**src/rtl/usfl_regs.svh**
```systemverilog
// Register offsets, field positions, reset values and timing counts of
// the serial port status flag block.
// Assumes a 40 MHz system clock and byte addresses on an APB bus.
`ifndef USFL_REGS_SVH
`define USFL_REGS_SVH

// Byte offsets of the registers on the APB bus.
`define USFL_OFF_STATUS   8'h00
`define USFL_OFF_DATA     8'h04
`define USFL_OFF_CTRL     8'h08
`define USFL_OFF_IRQ_STAT 8'h0c
`define USFL_OFF_IRQ_MASK 8'h10

// Bit positions of the status register.
`define USFL_ST_PERR  7
`define USFL_ST_NF    6
`define USFL_ST_FERR  5
`define USFL_ST_OERR  4
`define USFL_ST_RIDLE 3
`define USFL_ST_RXIF  2
`define USFL_ST_TIDLE 1
`define USFL_ST_TXIF  0

// Bit positions of the control register.
`define USFL_CT_EN   0
`define USFL_CT_TXEN 1
`define USFL_CT_RIE  2
`define USFL_CT_PAR  3
`define USFL_CT_BRK  4

// Bit positions of the interrupt status and mask registers.
`define USFL_IRQ_RX    0
`define USFL_IRQ_OVR   1
`define USFL_IRQ_TXE   2
`define USFL_IRQ_TIDLE 3
`define USFL_IRQ_ERR   4

// Reset values.
`define USFL_STATUS_RST 8'h0b
`define USFL_CTRL_RST   5'h00
`define USFL_IRQ_RST    5'h00

// Bit timing: clock rate in Hz, line rate in bit/s, cycles per bit.
`define USFL_CLK_HZ     40000000
`define USFL_BAUD       115200
`define USFL_BIT_CYCLES (`USFL_CLK_HZ / `USFL_BAUD)

`endif

```
**src/rtl/usfl_pkg.sv**
```systemverilog
// Types shared by the status flag block and its serial engine.
// Assumes the constants of usfl_regs.svh are included where needed.
package usfl_pkg;

  // Receive engine states.
  typedef enum logic [2:0] {
    RX_IDLE  = 3'h0,
    RX_START = 3'h1,
    RX_DATA  = 3'h2,
    RX_PAR   = 3'h3,
    RX_STOP  = 3'h4,
    RX_END   = 3'h5
  } usfl_rx_st_t;

  // Transmit engine states.
  typedef enum logic [2:0] {
    TX_IDLE  = 3'h0,
    TX_START = 3'h1,
    TX_DATA  = 3'h2,
    TX_PAR   = 3'h3,
    TX_STOP  = 3'h4
  } usfl_tx_st_t;

endpackage

```
**src/rtl/usfl_link_if.sv**
```systemverilog
// Bundle between the flag logic and the serial engine.
// Assumes both ends run on the same clock; no crossing inside.
`timescale 1ns/1ps
interface usfl_link_if;
  logic       enable;    // Port enabled; engine idles when low.
  logic       parity_en; // Even parity bit framed after the data.
  logic       tx_break;  // Drive a break while the sender is idle.
  logic       tx_load;   // One-cycle pulse: take tx_data.
  logic [7:0] tx_data;   // Word for the transmit shift register.
  logic       tx_busy;   // A word is being shifted out.
  logic       tx_line;   // Serial line level from the engine.
  logic       rx_busy;   // Start bit seen, stop bit not yet over.
  logic       rx_valid;  // One-cycle pulse: a word is complete.
  logic [7:0] rx_data;   // Received word.
  logic       rx_noise;  // Samples of the word disagreed.
  logic       rx_ferr;   // Stop bit was low.
  logic       rx_perr;   // Parity did not match.

  modport ctl (output enable, parity_en, tx_break, tx_load, tx_data,
               input tx_busy, tx_line, rx_busy, rx_valid, rx_data,
               rx_noise, rx_ferr, rx_perr);
  modport eng (input enable, parity_en, tx_break, tx_load, tx_data,
               output tx_busy, tx_line, rx_busy, rx_valid, rx_data,
               rx_noise, rx_ferr, rx_perr);
endinterface

```
**src/rtl/usfl_engine.sv**
```systemverilog
// Bit-level serial engine: 8 data bits, optional even parity, one stop.
// Assumes rx_pin is asynchronous and is synchronised here.
`timescale 1ns/1ps
`include "usfl_regs.svh"
module usfl_engine
  import usfl_pkg::*;
(
  input  wire logic clk,
  input  wire logic rst,
  input  wire logic rx_pin,
  usfl_link_if.eng  lk
);

  // All engine state in one record.
  typedef struct packed {
    logic        s1, s2, s3;   // Receive synchroniser and history.
    usfl_rx_st_t rx_st;        // Receive state.
    logic [15:0] rcnt;         // Receive bit timer.
    logic [2:0]  rbit;         // Receive bit index.
    logic [7:0]  rsh;          // Receive shift register.
    logic        noise;        // Noise seen in this frame.
    logic        perr;         // Parity error of this frame.
    logic        valid;        // Word complete pulse.
    logic [7:0]  rdata;        // Last complete word.
    logic        nf_o, fe_o, pe_o; // Errors of the last word.
    usfl_tx_st_t tx_st;        // Transmit state.
    logic [15:0] tcnt;         // Transmit bit timer.
    logic [2:0]  tbit;         // Transmit bit index.
    logic [7:0]  tsh;          // Transmit shift register.
    logic        tpar;         // Parity bit of the word in flight.
    logic        line;         // Transmit line level.
  } usfl_eng_t;

  localparam logic [15:0] FULL = 16'(`USFL_BIT_CYCLES - 1);
  localparam logic [15:0] HALF = 16'(`USFL_BIT_CYCLES / 2);

  usfl_eng_t q;   // Registered state.
  usfl_eng_t n;   // Next state.
  logic      rt;  // Receive timer expired.
  logic      tt;  // Transmit timer expired.

  // Next-state logic of both directions.
  always_comb begin
    n = q;
    n.valid = 1'b0;
    n.s1 = rx_pin;
    n.s2 = q.s1;
    n.s3 = q.s2;
    rt = (q.rcnt == 16'h0000);
    tt = (q.tcnt == 16'h0000);
    if (!rt) n.rcnt = q.rcnt - 16'h0001;
    if (!tt) n.tcnt = q.tcnt - 16'h0001;
    unique case (q.rx_st)
      RX_IDLE: if (!q.s2) begin
        n.rx_st = RX_START;
        n.rcnt  = HALF;
        n.noise = 1'b0;
        n.perr  = 1'b0;
      end
      RX_START: if (rt) begin
        // A start bit gone by mid-bit was a glitch.
        n.rx_st = q.s2 ? RX_IDLE : RX_DATA;
        n.rcnt  = FULL;
        n.rbit  = 3'h0;
      end
      RX_DATA: if (rt) begin
        n.rsh   = {q.s2, q.rsh[7:1]};
        n.noise = q.noise | (q.s2 != q.s3);
        n.rbit  = q.rbit + 3'h1;
        n.rcnt  = FULL;
        if (q.rbit == 3'h7) n.rx_st = lk.parity_en ? RX_PAR : RX_STOP;
      end
      RX_PAR: if (rt) begin
        n.perr  = q.s2 ^ (^q.rsh);
        n.noise = q.noise | (q.s2 != q.s3);
        n.rx_st = RX_STOP;
        n.rcnt  = FULL;
      end
      RX_STOP: if (rt) begin
        n.valid = 1'b1;
        n.rdata = q.rsh;
        n.fe_o  = ~q.s2;
        n.nf_o  = q.noise | (q.s2 != q.s3);
        n.pe_o  = q.perr;
        n.rx_st = RX_END;
        n.rcnt  = HALF;
      end
      RX_END: if (rt) n.rx_st = RX_IDLE;
      default: n.rx_st = RX_IDLE;
    endcase
    unique case (q.tx_st)
      TX_IDLE: begin
        n.line = ~lk.tx_break;
        if (lk.tx_load) begin
          n.tsh   = lk.tx_data;
          n.tpar  = ^lk.tx_data;
          n.tx_st = TX_START;
          n.line  = 1'b0;
          n.tcnt  = FULL;
        end
      end
      TX_START: if (tt) begin
        n.tx_st = TX_DATA;
        n.line  = q.tsh[0];
        n.tsh   = {1'b0, q.tsh[7:1]};
        n.tbit  = 3'h0;
        n.tcnt  = FULL;
      end
      TX_DATA: if (tt) begin
        n.tcnt = FULL;
        n.tbit = q.tbit + 3'h1;
        n.line = q.tsh[0];
        n.tsh  = {1'b0, q.tsh[7:1]};
        if (q.tbit == 3'h7) begin
          n.tx_st = lk.parity_en ? TX_PAR : TX_STOP;
          n.line  = lk.parity_en ? q.tpar : 1'b1;
        end
      end
      TX_PAR: if (tt) begin
        n.tx_st = TX_STOP;
        n.line  = 1'b1;
        n.tcnt  = FULL;
      end
      TX_STOP: if (tt) begin
        n.tx_st = TX_IDLE;
        n.line  = 1'b1;
      end
      default: n.tx_st = TX_IDLE;
    endcase
    // Disabling ends any frame at once; the synchroniser keeps running.
    if (!lk.enable) begin
      n.rx_st = RX_IDLE;
      n.tx_st = TX_IDLE;
      n.valid = 1'b0;
      n.line  = 1'b1;
    end
  end

  // State register.
  always_ff @(posedge clk or posedge rst) begin
    if (rst) begin
      q <= '{s1: 1'b1, s2: 1'b1, s3: 1'b1, rx_st: RX_IDLE,
             tx_st: TX_IDLE, line: 1'b1, default: '0};
    end else begin
      q <= n;
    end
  end

  assign lk.tx_busy  = (q.tx_st != TX_IDLE);
  assign lk.tx_line  = q.line;
  assign lk.rx_busy  = (q.rx_st != RX_IDLE);
  assign lk.rx_valid = q.valid;
  assign lk.rx_data  = q.rdata;
  assign lk.rx_noise = q.nf_o;
  assign lk.rx_ferr  = q.fe_o;
  assign lk.rx_perr  = q.pe_o;

endmodule

```
**src/rtl/usfl_top.sv**
```systemverilog
// Status flag logic of the serial port, with its APB register file.
// Assumes an APB master on clk and a remote serial partner on the pins.
//
// Notes on behaviour
// - Overrun set when full buffer gets word.
// - Overrun blocks further moves into data register.
// - Status read then data access clears overrun.
// - Receiver idle low from start to stop.
// - Word moved sets data ready, maybe interrupt.
// - Error flags set with data ready flag.
// - Data ready cleared by status then data read.
// - Transmitter idle set when empty and not shifting.
// - Transmit line high while transmitter idle.
// - Status read then data write clears idle.
// - No idle while word or break queued.
// - Buffer empty set when shifter takes word.
// - Status read then data write clears empty.
// - Setting transmit enable sets buffer empty.
// - Port disable clears errors, sets idle flags.
//
// The implementer's own choices: the address map and register access over APB.
`timescale 1ns/1ps
`include "usfl_regs.svh"
module usfl_top
  import usfl_pkg::*;
(
  input  wire logic        clk,
  input  wire logic        rst,
  input  wire logic        psel,
  input  wire logic        penable,
  input  wire logic        pwrite,
  input  wire logic [7:0]  paddr,
  input  wire logic [31:0] pwdata,
  output      logic [31:0] prdata,
  output      logic        pready,
  output      logic        pslverr,
  input  wire logic        rx_pin,
  output      logic        tx_pin,
  output      logic        irq
);

  // All block state in one record.
  typedef struct packed {
    logic [4:0]  ctrl;     // Control register.
    logic [7:0]  st;       // Status flags.
    logic [7:0]  snap;     // Flags seen by the last status read.
    logic        snap_v;   // A status read awaits its data access.
    logic [7:0]  rxdat;    // Receive data register.
    logic [7:0]  txdat;    // Transmit data register.
    logic        tx_full;  // Transmit data register holds a word.
    logic        load;     // Pulse handing txdat to the shifter.
    logic [4:0]  irq_st;   // Sticky interrupt events.
    logic [4:0]  irq_mask; // Interrupt mask, one enables.
    logic [31:0] rdata;    // Read data for the access phase.
    logic        txp;      // Registered transmit pin.
  } usfl_top_t;

  usfl_top_t   q;       // Registered state.
  usfl_top_t   n;       // Next state.
  logic        acc;     // Access phase of a transfer.
  logic        wr;      // Write completes this edge.
  logic        rd;      // Read completes this edge.
  logic        setup;   // Setup phase of a read.
  logic        data_ac; // Any completed access to the data register.
  logic [4:0]  ev;      // Interrupt events of this cycle.

  usfl_link_if lk ();   // Bundle to the serial engine.

  // Address match against one register offset.
  function automatic logic hit(input logic [7:0] a,
                               input logic [7:0] off);
    hit = (a == off);
  endfunction

  // True when the address names any register of the block.
  function automatic logic mapped(input logic [7:0] a);
    mapped = hit(a, `USFL_OFF_STATUS) | hit(a, `USFL_OFF_DATA) |
             hit(a, `USFL_OFF_CTRL) | hit(a, `USFL_OFF_IRQ_STAT) |
             hit(a, `USFL_OFF_IRQ_MASK);
  endfunction

  // The bit engine; it owns bit timing, framing and error detection.
  usfl_engine u_engine (
    .clk    (clk),
    .rst    (rst),
    .rx_pin (rx_pin),
    .lk     (lk)
  );

  // Bus phase decode. The slave never stalls, so every access phase
  // completes at its first edge.
  always_comb begin
    acc     = psel & penable;
    wr      = acc & pwrite;
    rd      = acc & ~pwrite;
    setup   = psel & ~penable & ~pwrite;
    data_ac = acc & hit(paddr, `USFL_OFF_DATA);
  end

  // Next-state logic. Clears are applied first and sets after them, so
  // an event in the same cycle as its clear is kept.
  always_comb begin
    n = q;
    n.load = 1'b0;
    ev = 5'h00;

    // Read data is captured in the setup cycle so that it comes from a
    // flip-flop during the access phase.
    if (setup) begin
      unique case (1'b1)
        hit(paddr, `USFL_OFF_STATUS):   n.rdata = {24'h000000, q.st};
        hit(paddr, `USFL_OFF_DATA):     n.rdata = {24'h000000, q.rxdat};
        hit(paddr, `USFL_OFF_CTRL):     n.rdata = {27'h0000000, q.ctrl};
        hit(paddr, `USFL_OFF_IRQ_STAT): n.rdata = {27'h0000000, q.irq_st};
        hit(paddr, `USFL_OFF_IRQ_MASK):
          n.rdata = {27'h0000000, q.irq_mask};
        default:                        n.rdata = 32'h00000000;
      endcase
    end

    // Data register access after a status read: the clear half of the
    // read-then-access sequences. Only flags seen set are cleared.
    if (data_ac && q.snap_v) begin
      if (q.snap[`USFL_ST_OERR]) n.st[`USFL_ST_OERR] = 1'b0;
      if (q.snap[`USFL_ST_NF])   n.st[`USFL_ST_NF]   = 1'b0;
      if (q.snap[`USFL_ST_FERR]) n.st[`USFL_ST_FERR] = 1'b0;
      if (q.snap[`USFL_ST_PERR]) n.st[`USFL_ST_PERR] = 1'b0;
      if (!pwrite) begin
        // Only one word is buffered, so a read empties it when the status read saw data ready set.
        if (q.snap[`USFL_ST_RXIF]) n.st[`USFL_ST_RXIF] = 1'b0;
      end else begin
        if (q.snap[`USFL_ST_TIDLE]) n.st[`USFL_ST_TIDLE] = 1'b0;
        if (q.snap[`USFL_ST_TXIF])  n.st[`USFL_ST_TXIF]  = 1'b0;
      end
      n.snap_v = 1'b0;
    end

    // A status read opens a sequence; a later read restarts it.
    // The snapshot is the value the reader was shown, taken in setup, so
    // a flag that rises during the access phase is never cleared unseen.
    if (rd && hit(paddr, `USFL_OFF_STATUS)) begin
      n.snap   = q.rdata[7:0];
      n.snap_v = 1'b1;
    end

    // A data write fills the transmit register. A second write before
    // the shifter takes the first overwrites it; software must poll.
    if (wr && hit(paddr, `USFL_OFF_DATA)) begin
      n.txdat   = pwdata[7:0];
      n.tx_full = 1'b1;
    end

    // Control write; a rising transmit enable empties the buffer flag.
    if (wr && hit(paddr, `USFL_OFF_CTRL)) begin
      n.ctrl = pwdata[4:0];
      if (pwdata[`USFL_CT_TXEN] && !q.ctrl[`USFL_CT_TXEN]) begin
        n.st[`USFL_ST_TXIF] = 1'b1;
      end
    end

    // Mask write.
    if (wr && hit(paddr, `USFL_OFF_IRQ_MASK)) n.irq_mask = pwdata[4:0];

    // Writes to the status register fall through here untouched.
    if (wr && hit(paddr, `USFL_OFF_STATUS)) n.st = n.st;

    // A finished word from the engine.
    // Flags after this cycle's clears decide, so a word that arrives with
    // the clearing data read finds the register free.
    if (lk.rx_valid && q.ctrl[`USFL_CT_EN]) begin
      if (n.st[`USFL_ST_OERR]) begin
        // Word dropped while overrun stands.
        n.st = n.st;
      end else if (n.st[`USFL_ST_RXIF]) begin
        n.st[`USFL_ST_OERR] = 1'b1;
        ev[`USFL_IRQ_OVR] = 1'b1;
      end else begin
        n.rxdat = lk.rx_data;
        n.st[`USFL_ST_RXIF] = 1'b1;
        // Error flags land together with the data ready flag.
        n.st[`USFL_ST_NF]   = lk.rx_noise;
        n.st[`USFL_ST_FERR] = lk.rx_ferr;
        n.st[`USFL_ST_PERR] = lk.rx_perr;
        ev[`USFL_IRQ_RX]  = q.ctrl[`USFL_CT_RIE];
        ev[`USFL_IRQ_ERR] = lk.rx_noise | lk.rx_ferr | lk.rx_perr;
      end
    end

    // Hand the buffered word to the shifter when it is free. A break
    // request holds the word back until the break ends.
    if (q.tx_full && !lk.tx_busy && !q.load &&
        q.ctrl[`USFL_CT_TXEN] && !q.ctrl[`USFL_CT_BRK]) begin
      n.load    = 1'b1;
      n.tx_full = 1'b0;
      n.st[`USFL_ST_TXIF] = 1'b1;
      ev[`USFL_IRQ_TXE] = 1'b1;
    end

    // Idle only with the buffer empty, nothing shifting and nothing
    // queued; the load pulse covers the cycle before busy rises.
    if (q.st[`USFL_ST_TXIF] && !n.tx_full && !lk.tx_busy && !q.load &&
        !n.load && !q.ctrl[`USFL_CT_BRK]) begin
      if (!q.st[`USFL_ST_TIDLE]) ev[`USFL_IRQ_TIDLE] = 1'b1;
      n.st[`USFL_ST_TIDLE] = 1'b1;
    end else if (n.tx_full || lk.tx_busy || q.load || n.load ||
                 q.ctrl[`USFL_CT_BRK]) begin
      // Something queued or on the line: a stale idle would force the
      // pin high and swallow the frame.
      n.st[`USFL_ST_TIDLE] = 1'b0;
    end

    // Receiver idle follows the engine frame state.
    n.st[`USFL_ST_RIDLE] = ~lk.rx_busy;

    // A disabled port resets its flags and drops what it holds.
    if (!n.ctrl[`USFL_CT_EN]) begin
      n.ctrl[`USFL_CT_TXEN] = 1'b0;
      n.ctrl[`USFL_CT_BRK]  = 1'b0;
      n.st      = `USFL_STATUS_RST;
      n.tx_full = 1'b0;
      n.load    = 1'b0;
      n.snap_v  = 1'b0;
    end

    // Sticky events: write one to clear, a new event wins.
    if (wr && hit(paddr, `USFL_OFF_IRQ_STAT)) begin
      n.irq_st = q.irq_st & ~pwdata[4:0];
    end
    n.irq_st = n.irq_st | ev;

    // The pin is forced high whenever the transmitter reads idle.
    n.txp = n.st[`USFL_ST_TIDLE] ? 1'b1 : lk.tx_line;
  end

  // State register.
  always_ff @(posedge clk or posedge rst) begin
    if (rst) begin
      q <= '{ctrl: `USFL_CTRL_RST, st: `USFL_STATUS_RST,
             irq_st: `USFL_IRQ_RST, irq_mask: `USFL_IRQ_RST,
             txp: 1'b1, default: '0};
    end else begin
      q <= n;
    end
  end

  // Engine controls come straight from registers.
  assign lk.enable    = q.ctrl[`USFL_CT_EN];
  assign lk.parity_en = q.ctrl[`USFL_CT_PAR];
  assign lk.tx_break  = q.ctrl[`USFL_CT_BRK];
  assign lk.tx_load   = q.load;
  assign lk.tx_data   = q.txdat;

  // Bus answers: zero wait states, error on an unmapped address.
  assign pready  = 1'b1;
  assign pslverr = acc & ~mapped(paddr);
  assign prdata  = q.rdata;

  // Pin and interrupt outputs.
  assign tx_pin = q.txp;
  assign irq    = |(q.irq_st & q.irq_mask);

endmodule

```
**config.mk**
```make
export PLATFORM = sky130hd
export DESIGN_NAME = usfl_top
export DESIGN_NICKNAME = d
export VERILOG_FILES = /design/src/rtl/usfl_pkg.sv /design/src/rtl/usfl_link_if.sv /design/src/rtl/usfl_engine.sv /design/src/rtl/usfl_top.sv
export VERILOG_INCLUDE_DIRS = /design/src /design/src/rtl
export SDC_FILE = /design/constraint.sdc
export NUM_CORES = 1
export LEC_CHECK = 0
export BUFFER_PORTS_ARGS = -buffer_cell sky130_fd_sc_hd__buf_4
export CORE_ASPECT_RATIO = 1.75
export CORE_MARGIN = 1.5
export CORE_UTILIZATION = 39
export CTS_CLUSTER_SIZE = 10
export DETAILED_ROUTE_END_ITERATION = 6
export GPL_TIMING_DRIVEN = 0
export SLEW_MARGIN = 20
export SYNTH_ARGS = -nofsm -noshare
export SYNTH_HDL_FRONTEND = slang
export SYNTH_SLANG_ARGS = --single-unit
export TNS_END_PERCENT = 30
```
**constraint.sdc**
```tcl
create_clock -name clk -period 7.73 [get_ports clk]
set_clock_uncertainty 0.2 [all_clocks]
set_input_delay 1.546 -clock clk [delete_from_list [all_inputs] [get_ports clk]]
set_output_delay 1.546 -clock clk [all_outputs]
set_load 0.1 [all_outputs]
```
==> results.yml <==
synth:
  syn_inst: 686
  syn_area_um2: 7028
  synth-edff-count: 0
  synth_ff_type: "dfrtp_1"
  syn_area_per_cell_um2: 10.24
  ys_seq_elements: 136
  ys_types: 70
  yosysSeqAreaShare: 0.4857
  async_flop_share: 1.000
  yosysWarnings: 0
routing:
  drc: 0
  routedWlPerCell_um: 16.63
  via_count: 5326
  drt_pass1_iterations: 5
  via_per_inst: 5.305
  drt_wl_total_mm: 16.70
  ant_nets: 0
  drt_iter0_drc: 207
power_and_ir_drop:
  irDropWorstVdd_v: 0.0001312
  p_leak_nw: 3.714
  report.power.total_mw: 1.851
  powerDensity_nw_per_um2: 224.2
sta:
  clock.fmax_ghz: 0.2136
  period_needed_ps: 4681
  tightest_slew_ps: 862.2
  rsz0062_at_grt: "false"
  slew_violations: 0
  max_slew_margin: 0.4171
  fin_setup_tns_ps: 0
  period_share: 0.6055
  hold_viol: 0
  setup_viol: 0
die:
  num_rows: 64
  fp.dieW_um: 104.5
  io_pins: 82
  die_area_um2: 18870
  initial_core_util: 0.4008
  dieHeight_um: 180.6
  core_um2: 17540
setup_path:
  critPathLaunchType: "primary input"
  worst_ep_required_time_ps: 5980
  arrival_ps: 2930
  endpoint_kind: "primary output"
  crit_fanout: 10
  crit_type: "in2out"
clocking:
  cts.path.max_buffers: 2
  clock_latency_ps: 430
  htree_levels: 4
  numCtsBuffers: 17
  postCtsSetupRepairBufs: 0
  tritoncts: "yes"
  hold_buffers: 0
  root_buffer: "clkbuf_16"
  clk_pin_slew_ps: 60
  cts_sinks: 136
  cts_resized: 0
layout:
  design_area_um2: 8258
  final_nets: 817
  drive_above_1_share: 0.2238
  antennaDiodeCount: 0
  layout_commonest_cell: "dfrtp_1"
  final_cell_mix: "dfrtp_1, nand2_1, buf_4"
  area_growth_pct: 17.50
  instances_no_fill: 1004
run_status:
  outcome: "completed"
grt:
  grt_pass1_vias: 5506
  antenna_found_initial: 0
  overflow: 0
  grt_use_total: 0.1839
  grt_max_degree: 96
  grt_pass1_wl_mm: 27.49
placed_design:
  place_inst: 972
  postPlaceCellArea_um2: 7671
  gp_congestion: 0.8406
  io_buffers: 31
  dp_hpwl_mm: 12.30
worst_hold_path:
  hp-class: "reg2reg"
job:
  drv_cap: 0
[logic make-up after synthesis]
logic type | Yosys count | synth area share
simple gates | 269 | 0.1969
buf+inv | 72 | 0.05822
other cells | 2 | 0.001069
fa+ha+maj | 11 | 0.01958
xor+xnor | 40 | 0.04985
mux | 51 | 0.09008
compound gates | 105 | 0.09863
flops | 136 | 0.4857
[through the flow]
step                        util  hold WS (ps)  setup slack [ps]
after floorplan                -         145.2              2358
after global placement    0.4354         148.3             765.4
after detailed placement  0.4374         148.8              3035
after CTS                 0.4709         157.8              3016
after global routing      0.4709         167.1              2940
final                     0.4709         155.6              3049
[final timing paths]
kind / slack, ps / start / endpoint / cells past startpoint
min in group asynchronous: 900 / rst / prdata[7] / 2
max: 3050 / paddr[2] / pslverr / 5
min reg2reg: 160 / u_engine.n[77] / u_engine.n[76] / 0
max in group asynchronous: 5640 / rst / u_engine.lk.tx_line / 3
min: 160 / u_engine.n[77] / u_engine.n[76] / 0
max reg2reg: 4640 / u_engine.q[57] / u_engine.q[57] / 10
[power breakdown]
| part | total (mW) | internal, mW | switching [mW] |
|---|---|---|---|
| logic | 0.239 | 0.0870 | 0.152 |
| clock network | 0.804 | 0.484 | 0.320 |
| registers | 0.808 | 0.758 | 0.0508 |
| total | 1.85 | 1.33 | 0.522 |
[critical path, cell delays in order]
cell and delay (ps):
buf_4 120, buf_1 570, o21ai_0 200, a21oi_1 190, buf_4 310
[area by class of cell]
type,count,area (um2)
buffer,57,350.3
clock buffer,18,439.2
clock inverter,14,147.6
fill,1602,9279
inverter,15,66.31
multi-input combinational,501,3292
sequential,136,3413
tap,231,289.0
timing repair buffer,32,260.3
[sequential cells by signal, indices dropped and copies added, names as in the netlist, 2 cells and up]
name and flops:
lk.tx_data 8, prdata 8, q 36, u_engine.lk.rx_data 8, u_engine.n 2, u_engine.q 64
[synth_stat cells (8+ instances only)]
cell type / instances / area share
dfrtp_1: 128 / 0.46
nand2_1: 96 / 0.051
nor2_1: 43 / 0.023
mux2_2: 38 / 0.061
buf_4: 33 / 0.035
o21ai_0: 33 / 0.024
xnor2_1: 30 / 0.037
nand3_1: 23 / 0.016
a21oi_1: 22 / 0.016
nor3_1: 22 / 0.016
clkbuf_1: 17 / 0.0091
nor4_1: 15 / 0.013
a22oi_1: 14 / 0.015
inv_1: 13 / 0.0069
ha_1: 11 / 0.020
xor2_1: 10 / 0.012
a211oi_1: 8 / 0.0085
dfstp_2: 8 / 0.030
[routing by layer]
layer  share of wire  routed length [um]  track usage  vias to the layer above
li1                -                   -            -                     2523
met1            0.38                6410       0.1958                     2636
met2            0.54                9004       0.3337                      119
met3           0.027                 443      0.03110                       48
met4           0.050                 843       0.1122                        0
met5               0                   0            0                        -
Note: power is estimated with default switching activity, not from simulation.
